File: config.mk
export PLATFORM = sky130hd
export DESIGN_NAME = serial_ctrl_two
export DESIGN_NICKNAME = d
export VERILOG_FILES = /design/src/design/serial_ctrl_pkg.sv /design/src/design/serial_ctrl_two.sv
export SDC_FILE = /design/constraint.sdc
export NUM_CORES = 1
export LEC_CHECK = 0
export BUFFER_PORTS_ARGS = -buffer_cell sky130_fd_sc_hd__buf_2
export CAP_MARGIN = 20
export CORE_ASPECT_RATIO = 0.5
export CORE_MARGIN = 2
export CORE_UTILIZATION = 46
export CTS_CLUSTER_SIZE = 10
export DETAILED_ROUTE_END_ITERATION = 16
export HOLD_SLACK_MARGIN = 0.15
export PLACE_DENSITY = 0.76
export SLEW_MARGIN = 20
export SYNTH_ARGS = -nofsm -noshare
export SYNTH_HDL_FRONTEND = slang
export SYNTH_SLANG_ARGS = --single-unit
File: constraint.sdc
create_clock -name ref_clk -period 1.88 [get_ports ref_clk]
set_input_delay 0.376 -clock ref_clk [delete_from_list [all_inputs] [get_ports ref_clk]]
set_output_delay 0.376 -clock ref_clk [all_outputs]
set_load 0.005 [all_outputs]
File: src/design/serial_ctrl_pkg.sv
// Purpose: Shared constants and carriers for the serial control-two slice
// Assumes: APB with 32-bit data, one word per register
// Notes:   Bit positions of the control word match the hardware layout
package serial_ctrl_pkg;

  // ----------------------------------------
  // Register map
  // ----------------------------------------
  localparam logic [7:0] OFS_CONTROL_TWO = 8'h00;
  localparam logic [7:0] OFS_IRQ_STATUS  = 8'h04;
  localparam logic [7:0] OFS_IRQ_MASK    = 8'h08;
  localparam logic [7:0] OFS_LINE_STATUS = 8'h0C;
  localparam logic [7:0] OFS_CONTROL_EXT = 8'h10;

  // ----------------------------------------
  // Control-two field positions
  // ----------------------------------------
  localparam int BIT_TX_EMPTY_IRQ_EN = 7;
  localparam int BIT_TX_DONE_IRQ_EN  = 6;
  localparam int BIT_RX_IRQ_EN       = 5;
  localparam int BIT_IDLE_IRQ_EN     = 4;
  localparam int BIT_SENDER_ON       = 3;
  localparam int BIT_RX_ON           = 2;
  localparam int BIT_RX_MUTE         = 1;
  localparam int BIT_SEND_BREAK      = 0;

  localparam logic [7:0] CONTROL_TWO_RESET = 8'h00;
  localparam logic [4:0] IRQ_MASK_RESET    = 5'h00;

  // Event-status bits: 0 tx empty, 1 tx done, 2 rx full, 3 overrun, 4 idle
  localparam int NUM_EVENTS = 5;

  // Bit time in CPU clocks (one bit = 16 sampling ticks by default)
  localparam logic [15:0] BIT_TIME_CYCLES_DEFAULT = 16'h0010;

  typedef enum logic [1:0] {TX_OFF, TX_DELAY, TX_RUN, TX_PREAMBLE} tx_state_e;

  typedef struct packed {
    logic tx_buf_empty_flag;
    logic tx_done_flag;
    logic rx_full_flag;
    logic overrun_flag;
    logic idle_flag;
  } status_flags_s;

endpackage

File: src/design/serial_ctrl_two.sv
// Purpose: Control-two register slice of an async serial unit with APB access
// Assumes: Status flags come from the unit's data path, synchronous to ref_clk
// Notes:   All outputs registered; one shared interrupt line
//          Sticky events: a set beats a same-cycle clear
//          Direct sources are live; sticky ones pass the mask
//          A mute wake clears bit 1 without a software write
//          Bit-time delay is counted in ref_clk cycles
//          Unmapped offsets answer with an error, change nothing
//
// Summary of operation
// - tx empty enable gates tx empty flag
// - tx done enable gates completion flag
// - rx enable gates full or overrun
// - idle enable gates idle-line flag
// - sender_on enables the transmitter
// - sender_on toggle sends idle preamble after word
// - one bit time delay after sender_on set
// - pin released when both disabled or sender never set
// - eight control bits set by software, reset zero; a mute wake also clears bit 1
// - mute blocks reception flags and interrupts
// - mute wakes on idle or address mark
`timescale 1ns/1ps
module serial_ctrl_two
  import serial_ctrl_pkg::*;
#(
  parameter logic [15:0] BIT_TIME_CYCLES = BIT_TIME_CYCLES_DEFAULT
) (
  // Clock and reset
  input  wire logic          ref_clk,
  input  wire logic          reset_n,
  // APB slave
  input  wire logic          psel,
  input  wire logic          penable,
  input  wire logic          pwrite,
  input  wire logic [7:0]    paddr,
  input  wire logic [31:0]   pwdata,
  output logic      [31:0]   prdata,
  output logic               pready,
  output logic               pslverr,
  // Status from the data path
  input  wire status_flags_s flags_in,
  input  wire logic          tx_word_busy,
  input  wire logic          address_mark_seen,
  // Controls to the data path
  output logic               tx_enable,
  output logic               tx_start_ok,
  output logic               tx_send_preamble,
  output logic               tx_break,
  output logic               tx_pin_serial,
  output logic               rx_enable,
  output logic               rx_asleep,
  // Interrupt
  output logic               irq
);

  // ----------------------------------------
  // State
  // ----------------------------------------
  typedef struct packed {
    logic [7:0]            ctl;
    logic                  wake_on_mark;
    logic                  sender_ever;
    logic [NUM_EVENTS-1:0] evt_status;
    logic [NUM_EVENTS-1:0] evt_mask;
    logic [NUM_EVENTS-1:0] evt_prev;
    tx_state_e             tx_state;
    logic [15:0]           bit_cnt;
    logic                  preamble_due;
    logic [31:0]           prdata;
    logic                  pready;
    logic                  pslverr;
    logic                  tx_pin_serial;
    logic                  tx_start_ok;
    logic                  tx_send_preamble;
    logic                  irq;
  } state_s;

  state_s st;
  state_s next_st;

  logic                  wr_acc;
  logic                  rd_acc;
  logic                  mapped;
  logic [NUM_EVENTS-1:0] flag_vec;
  logic [NUM_EVENTS-1:0] gated_flags;
  logic [NUM_EVENTS-1:0] evt_rise;
  logic [NUM_EVENTS-1:0] evt_w1c;
  logic                  src_tx_empty;
  logic                  src_tx_done;
  logic                  src_rx;
  logic                  src_idle;
  logic                  access_open;
  logic                  sel_ctl;
  logic                  sel_status;
  logic                  sel_mask;
  logic                  sel_line;
  logic                  sel_ext;
  logic                  ctl_write;
  logic                  mute_now;
  logic                  wake_hit;
  logic                  tx_cnt_done;
  logic                  irq_direct;
  logic                  irq_sticky;
  logic [31:0]           line_word;
  logic [31:0]           rd_word;

  // ----------------------------------------
  // APB decode
  // ----------------------------------------
  assign access_open = psel && penable && !st.pready;
  assign wr_acc      = access_open && pwrite;
  assign rd_acc      = access_open && !pwrite;
  assign sel_ctl     = (paddr == OFS_CONTROL_TWO);
  assign sel_status  = (paddr == OFS_IRQ_STATUS);
  assign sel_mask    = (paddr == OFS_IRQ_MASK);
  assign sel_line    = (paddr == OFS_LINE_STATUS);
  assign sel_ext     = (paddr == OFS_CONTROL_EXT);
  assign ctl_write   = wr_acc && sel_ctl;
  // Anything else is refused with pslverr
  assign mapped      = sel_ctl || sel_status || sel_mask || sel_line || sel_ext;

  // ----------------------------------------
  // Receive gating
  // ----------------------------------------
  assign mute_now    = st.ctl[BIT_RX_MUTE];
  assign wake_hit    = (!st.wake_on_mark && flags_in.idle_flag) || (st.wake_on_mark && address_mark_seen);
  // Last cycle of the one bit-time start delay
  assign tx_cnt_done = (st.bit_cnt <= 16'h0001);

  // While muted, reception flags are held off
  assign flag_vec = {flags_in.idle_flag && !st.ctl[BIT_RX_MUTE],
                     flags_in.overrun_flag && !st.ctl[BIT_RX_MUTE],
                     flags_in.rx_full_flag && !st.ctl[BIT_RX_MUTE],
                     flags_in.tx_done_flag,
                     flags_in.tx_buf_empty_flag};

  // ----------------------------------------
  // Interrupt sources
  // ----------------------------------------
  assign src_tx_empty = st.ctl[BIT_TX_EMPTY_IRQ_EN] && flags_in.tx_buf_empty_flag;
  assign src_tx_done  = st.ctl[BIT_TX_DONE_IRQ_EN] && flags_in.tx_done_flag;
  assign src_rx       = st.ctl[BIT_RX_IRQ_EN] && (flag_vec[2] || flag_vec[3]);
  assign src_idle     = st.ctl[BIT_IDLE_IRQ_EN] && flag_vec[4];
  // Direct sources ignore the mask register
  assign irq_direct   = src_tx_empty || src_tx_done || src_rx || src_idle;
  // Sticky lanes let a short flag pulse still reach software
  assign irq_sticky   = |(st.evt_status & st.evt_mask);

  // ----------------------------------------
  // Event status
  // ----------------------------------------
  // Sticky event capture, one lane per event; set beats a same-cycle clear
  // Limitation: write-one-clear bits above the event lanes are ignored
  genvar g;
  generate
    for (g = 0; g < NUM_EVENTS; g++) begin : g_evt
      assign gated_flags[g] = flag_vec[g];
      assign evt_rise[g]    = gated_flags[g] && !st.evt_prev[g];
      assign evt_w1c[g]     = wr_acc && (paddr == OFS_IRQ_STATUS) && pwdata[g];
    end
  endgenerate

  // ----------------------------------------
  // Read data
  // ----------------------------------------
  assign line_word = {26'h0000000, st.sender_ever, st.tx_state, flag_vec[4:3], st.ctl[BIT_RX_MUTE]};

  always_comb begin
    rd_word = 32'h00000000;
    case (paddr)
      OFS_CONTROL_TWO: rd_word = {24'h000000, st.ctl};
      OFS_IRQ_STATUS:  rd_word = {27'h0000000, st.evt_status};
      OFS_IRQ_MASK:    rd_word = {27'h0000000, st.evt_mask};
      OFS_LINE_STATUS: rd_word = line_word;
      OFS_CONTROL_EXT: rd_word = {31'h00000000, st.wake_on_mark};
      default:         rd_word = 32'h00000000;
    endcase
  end

  // ----------------------------------------
  // Next-state logic
  // ----------------------------------------
  always_comb begin
    next_st = st;

    // ----------------------------------------
    // APB handshake
    // ----------------------------------------
    next_st.pready  = access_open;
    next_st.pslverr = access_open && !mapped;
    next_st.evt_prev = gated_flags;
    next_st.evt_status = (st.evt_status & ~evt_w1c) | evt_rise;


    // ----------------------------------------
    // Register writes
    // ----------------------------------------
    // Software writes change the control bits; a mute wake may also clear bit 1
    if (wr_acc) begin
      case (paddr)
        OFS_CONTROL_TWO: next_st.ctl = pwdata[7:0];
        OFS_IRQ_MASK:    next_st.evt_mask = pwdata[NUM_EVENTS-1:0];
        OFS_CONTROL_EXT: next_st.wake_on_mark = pwdata[0];
        default:         next_st.ctl = st.ctl;
      endcase
    end

    // ----------------------------------------
    // Mute wake
    // ----------------------------------------
    // A software write in the same cycle takes precedence over the wake
    // Wake from mute by idle line or address mark
    if (mute_now && !ctl_write) begin
      if (wake_hit) begin
        next_st.ctl[BIT_RX_MUTE] = 1'b0;
      end
    end


    // ----------------------------------------
    // Read data capture
    // ----------------------------------------
    if (rd_acc) begin
      next_st.prdata = rd_word;
    end else begin
      next_st.prdata = 32'h00000000;
    end

    // ----------------------------------------
    // Sender history
    // ----------------------------------------
    // Taken from the new word so the pin is serial on the enabling edge
    if (next_st.ctl[BIT_SENDER_ON]) begin
      next_st.sender_ever = 1'b1;
    end

    // ----------------------------------------
    // Transmitter
    // ----------------------------------------

    // Transmitter sequencing
    next_st.tx_start_ok      = 1'b0;
    next_st.tx_send_preamble = 1'b0;
    case (st.tx_state)
      // Idle until sender_on is seen
      TX_OFF: begin
        if (st.ctl[BIT_SENDER_ON]) begin
          next_st.tx_state = TX_DELAY;
          next_st.bit_cnt  = BIT_TIME_CYCLES;
        end
      end
      TX_DELAY: begin
        if (!st.ctl[BIT_SENDER_ON]) begin
          next_st.tx_state = TX_OFF;
        end else if (tx_cnt_done) begin
          next_st.tx_state = st.preamble_due ? TX_PREAMBLE : TX_RUN;
        end else begin
          next_st.bit_cnt = st.bit_cnt - 16'h0001;
        end
      end

      // Words may leave
      TX_RUN: begin
        next_st.tx_start_ok = 1'b1;
        if (!st.ctl[BIT_SENDER_ON]) begin
          // Clear during a word: the word still finishes, then a preamble
          next_st.preamble_due = tx_word_busy;
          next_st.tx_state     = TX_OFF;
          next_st.tx_start_ok  = 1'b0;
        end
      end

      // Preamble waits for the unfinished word
      TX_PREAMBLE: begin
        if (!tx_word_busy) begin
          next_st.tx_send_preamble = 1'b1;
          next_st.preamble_due     = 1'b0;
          next_st.tx_state         = TX_RUN;
        end
      end
      default: next_st.tx_state = TX_OFF;
    endcase


    // ----------------------------------------
    // Pin and interrupt
    // ----------------------------------------
    // Pin stays serial unless both disabled or sender never set
    next_st.tx_pin_serial = next_st.sender_ever && (next_st.ctl[BIT_SENDER_ON] || next_st.ctl[BIT_RX_ON]);

    next_st.irq = irq_direct || irq_sticky;
  end

  // ----------------------------------------
  // Register update
  // ----------------------------------------
  always_ff @(posedge ref_clk or negedge reset_n) begin
    if (!reset_n) begin
      st <= '{ctl:      CONTROL_TWO_RESET,
              evt_mask: IRQ_MASK_RESET,
              tx_state: TX_OFF,
              default:  '0};
    end else begin
      st <= next_st;
    end
  end

  // ----------------------------------------
  // Outputs
  // ----------------------------------------
  // APB
  assign prdata           = st.prdata;
  assign pready           = st.pready;
  assign pslverr          = st.pslverr;

  // Transmitter
  assign tx_enable        = st.ctl[BIT_SENDER_ON];
  assign tx_start_ok      = st.tx_start_ok;
  assign tx_send_preamble = st.tx_send_preamble;
  assign tx_break         = st.ctl[BIT_SEND_BREAK];
  assign tx_pin_serial    = st.tx_pin_serial;

  // Receiver
  assign rx_enable        = st.ctl[BIT_RX_ON];
  assign rx_asleep        = st.ctl[BIT_RX_MUTE];

  // Interrupt
  assign irq              = st.irq;

endmodule

# Word-level counts from Yosys, hierarchy flattened
# Cells that the tools add are included.
# W data, S select, Z words.
# word_totals
reg_bits,82
input_bits,52
out_inout_bits,42
wordCells,122
# op_classes
addsub,1
magnitude_cmp,1
eq_ne,13
mux,25
bitwise,4
reduce_logical,61
# ops
operator,count
$pmux W8 S5,1
$mux W16,2
$mux W32,1
$pmux W16 S2,1
$logic_and A1 B1 Y1,28
$mux W18,1
$eq A8 B4 Y1 const B,2
$le A16 B1 Y1 const B,1
$sub A16 B1 Y16 const B,1
$logic_not A1 Y1,11
$logic_or A1 B1 Y1,11
$mux W1,11
$and A5 B5 Y5,2
$ne A2 B2 Y1 const B,5
$eq A8 B3 Y1 const B,1
$eq A8 B5 Y1 const B,1
$logic_not A8 Y1,1
$mux W2,4
$pmux W2 S4,1
$reduce_and A4 Y1,2
$reduce_and A2 Y1,3
$mux W5,1
$not A5 Y5,1
$or A5 B5 Y5,1
9 further kinds,11

# Depth between registers and ports, before layout
# depth
word_depth,8
mapped_depth,8
depth_no_buf,7

# Worst setup path after synthesis
# No wires, ideal clock.
# synth_timing
kind,input to register
start,in paddr[5]
end,"reg st, in the netlist tx_pin_serial"
t_arrival_ns,2.016
required_time_ns,1.761
slack_ns,-0.255
cell_stages,6
path_buffers,1
path_cell_list,or4_4 -> nor4_4 -> and2_1 -> buf_4 -> mux2_2 -> a21bo_2
# synth_lines
element,line,text
from (decl),serial_ctrl_two.sv:35,"input wire logic [7:0] paddr,"
to (signal assigned),serial_ctrl_two.sv:299,"st <= '{ctl: CONTROL_TWO_RESET,"
to (signal assigned),serial_ctrl_two.sv:304,st <= next_st;
to (decl),serial_ctrl_two.sv:78,state_s st;

# Worst setup path in the final report
# layout_timing
start,reg st[51] in the netlist's numbering
end,reg st[46] in the netlist's numbering
# layout_via
elab_chain_cells,3
# layout_rtl
element,line,text
$le A16 B1 Y1,serial_ctrl_two.sv:128,assign tx_cnt_done = (st.bit_cnt <= 16'h0001);
$ne A2 B2 Y1 (no source line),n/a,
$reduce_and A4 Y1 (no source line),n/a,
# No other way between the ends.
# A chain may end at the register's enable or synchronous reset.

==> summary.txt <==
Min-Delay Path Class - in -> reg
R2R Setup Slk - -0.10 ns
global route hottest layer - met2
Inserted Clock Buffers - 9
crit path to - st[46]$_DFFE_PN0P_
most common cell in the netlist - dfrtp_1
GRT Residual Overflow - 0
routability cong. - 0.833
mux contribution to synthesized area - 0.0895
ys flop type - dfrtp_1
register area share after synthesis - 0.472
Reg power frac - 0.328
Sw Share - 0.336
post-synthesis xor/xnor area fraction - 0.0199
Finished Core Util - 0.612
library cells used by synthesis - 51
crit path DAT - 2.19 ns
switching power - 1.73 mW
Sink Count - 58
RSZ-0062 raised after global routing - yes
Clk pwr share - 0.313
slew margin rel. - 0.550
die width - 120 um
Post-synth top cells - 58 x dfrtp_1, 33 x buf_4, 21 x nand2_1
Iter 0 DRT Violations - 137
vias - 2290
H-tree level count - 3
final antenna-violating net count - 0
Critical Path Start - st[51]$_DFFE_PN0P_
GR met3 Demand/Resource - 0.0547
reg2reg end - st[46]$_DFFE_PN0P_
per-cell routed wire length - 15.1 um
Area Overhead vs Synth - 24.4%
first-pass GRT wire length - 10800 um
Starting Density - 0.492
CP required - 2.08 ns
critical-path cell list - or4_4, nor4b_4, buf_12, and2_1, o21ai_1, a22o_1
clk root buf - clkbuf_16
DRT Wirelength - 6670 um
asr flop ratio synth - 1.00
Post-Synth Simple-Gate Area - 0.183
final hold viol count - 0
pre-CTS setup slack - -0.362 ns
M2 GR Usage - 0.346
final setup vio count - 16
largest stage delay on the critical path - 0.56 ns
VDD IR max - 0.000497 V
Final period util - 1.06
Yosys top cell by area - dfrtp_1
Clock Path Buffers - 2
die height - 61.8 um
finished layout cell area - 0.00383 sq mm
Clk pin slew, worst setup/hold paths - 0.05 ns
R2R cell count - 6
failing checks - setup timing
Clock Latency Late Sink - 0.33 ns
Final Skew - 0.00810 ns
Cells after Synth - 284
Max Freq - 504 MHz
DP HPWL - 4710 um
Total Routing Usage GR - 0.193
Post-synth EDFFs - 0
leakage - 1.83 nW
internal power - 3.41 mW
CTS tree - built
die footprint - 0.00740 sq mm
vias per cell - 5.18
Avg Inst Size Synth - 10.8 sq um
Crit Path Class - reg -> reg
Yosys top cell area share - 0.472
initial antenna violation count - 0
PD cells - 1340 mW/mm^2
port bufs - 45
Core Area - 0.00626 sq mm
DP Area - 0.00347 sq mm
Worst-Margin Slew - 0.675 ns
max-cap violations - 0
# rows - 20
Combinational Power Share - 0.358
Setup crit end kind - flop
Synth warnings - 0
ant diodes - 0
slowest stage cell, crit path - or4_4
Synth Register Bits - 58
Final Critical Period - 1.98 ns
largest net degree at the start of global routing - 59
Critical Path Start Type - flop
Compound-Gate Fraction of Synth Area - 0.116
TritonRoute pass-1 iters - 4
drt drc - 0
Post-Synth Adder-Cell Area - 0.00813
largest family of logic cells by synthesized area - simple AND/OR/NAND/NOR gates
top post-synthesis cells by area - dfrtp_1 47%, buf_4 8.1%, mux2_2 4.4%
layout cells sized above 1 - 0.373
nets@finish - 403
worst r2r src - st[51]$_DFFE_PN0P_
count of pins over their slew limit - 0
post-synth design cell area - 0.00308 sq mm
outcome - finished with violations
worst setup margin - -0.105 ns
FILL cells - 497
vias in the first global route - 2222
hold slack - 0.193 ns
setup TNS - -0.882 ns
worst-path fanout max - 13
met1 usage - 0.234
I/O pin count - 94
-- per-layer routing --
layer / share of wire / vias up
met2: 0.51 / 71
met5: 0 / -
met4: 0.0088 / 0
li1: - / 1078
met3: 0.057 / 4
met1: 0.42 / 1137
-- logic make-up (layout without fill, tap and decap cells) --
kind of cell	count (synthesis)	in the layout
simple gates	94	94
flops	58	58
buf+inv	53	100
compound gates	48	48
mux	21	21
xor+xnor	7	7
fa+ha+maj	2	2
other cells	1	24
-- timing repair --
item | 4_1_cts | 5_1_grt
hold buffers | 1 | 0
gates resized for setup | 5 | 6
pin swaps | 5 | 3
setup buffers | 1 | 0
hold endpoints to repair | 58 | 0
endpoints found under the setup margin | 25 | 26
-- layout make-up --
type	count	area, sq um	share of cell area
flip-flops and latches	58	1450	0.380
multi-input cells	196	1450	0.379
repair buffers	73	473	0.124
clock buffers	14	264	0.0690
well taps	88	110	0.0288
inverters	11	41.3	0.0108
clock inverters	2	35.0	0.00915
-- registers in the layout (all words and copies together), names as in the netlist --
signal            cells
prdata                8
pslverr               1
irq                   1
rx_enable             1
tx_start_ok           1
tx_send_preamble      1
pready                1
tx_enable             1
st                   37
tx_pin_serial         1
line_word             3
tx_break              1
rx_asleep             1
-- worst min path at each step --
stage | start | end | slack [ns] | cells after the start
floorplan | reset_n | irq$_DFF_PN0_ | 0.08 | 0
global placement | reset_n | pready$_DFF_PN0_ | 0.40 | 2
detailed placement | reset_n | st[73]$_DFFE_PN0P_ | 0.40 | 2
CTS | flags_in[3] | st[58]$_DFF_PN0_ | 0.19 | 1
finish | flags_in[3] | st[58]$_DFF_PN0_ | 0.19 | 1
global route | flags_in[3] | st[58]$_DFF_PN0_ | 0.20 | 1
-- power groups by stage --
stage	clock network [mW]	logic, mW	registers (mW)
2_1_floorplan	0	1.29	1.64
3_3_place_gp	0	1.73	1.68
3_5_place_dp	0	1.79	1.70
4_1_cts	1.63	1.82	1.68
5_1_grt	1.70	2.02	1.72
6_report	1.61	1.84	1.69
-- layout by cell type (no fill, tap or decap), types with 5 or more instances in the layout --
cell type	n
inv_1	11
clkbuf_16	9
buf_2	44
mux2_2	6
nand3_1	7
a22o_1	8
nor2_1	19
xnor2_1	6
mux2_4	6
mux2i_1	5
nor3_1	5
conb_1	24
dfrtp_1	57
o21ai_0	9
a21oi_1	7
buf_4	24
nand2_1	21
nor2b_1	8
-- critical path: cells and delay by family (launching register included) --
| family | cells | cell delay, ns |
|---|---|---|
| flip-flops | 1 | 0.38 |
| AO/OA/AOI/OAI | 2 | 0.24 |
| buffers and inverters | 1 | 0.19 |
| AND/OR/NAND/NOR | 3 | 1.04 |
-- stage by stage --
step / total power [mW] / cells
floorplan: 2.93 / 307
global placement: 3.41 / 424
detailed placement: 3.49 / 424
CTS: 5.13 / 442
global route: 5.44 / 442
finish: 5.14 / 442
No activity file was read; power rests on OpenSTA's default activity.
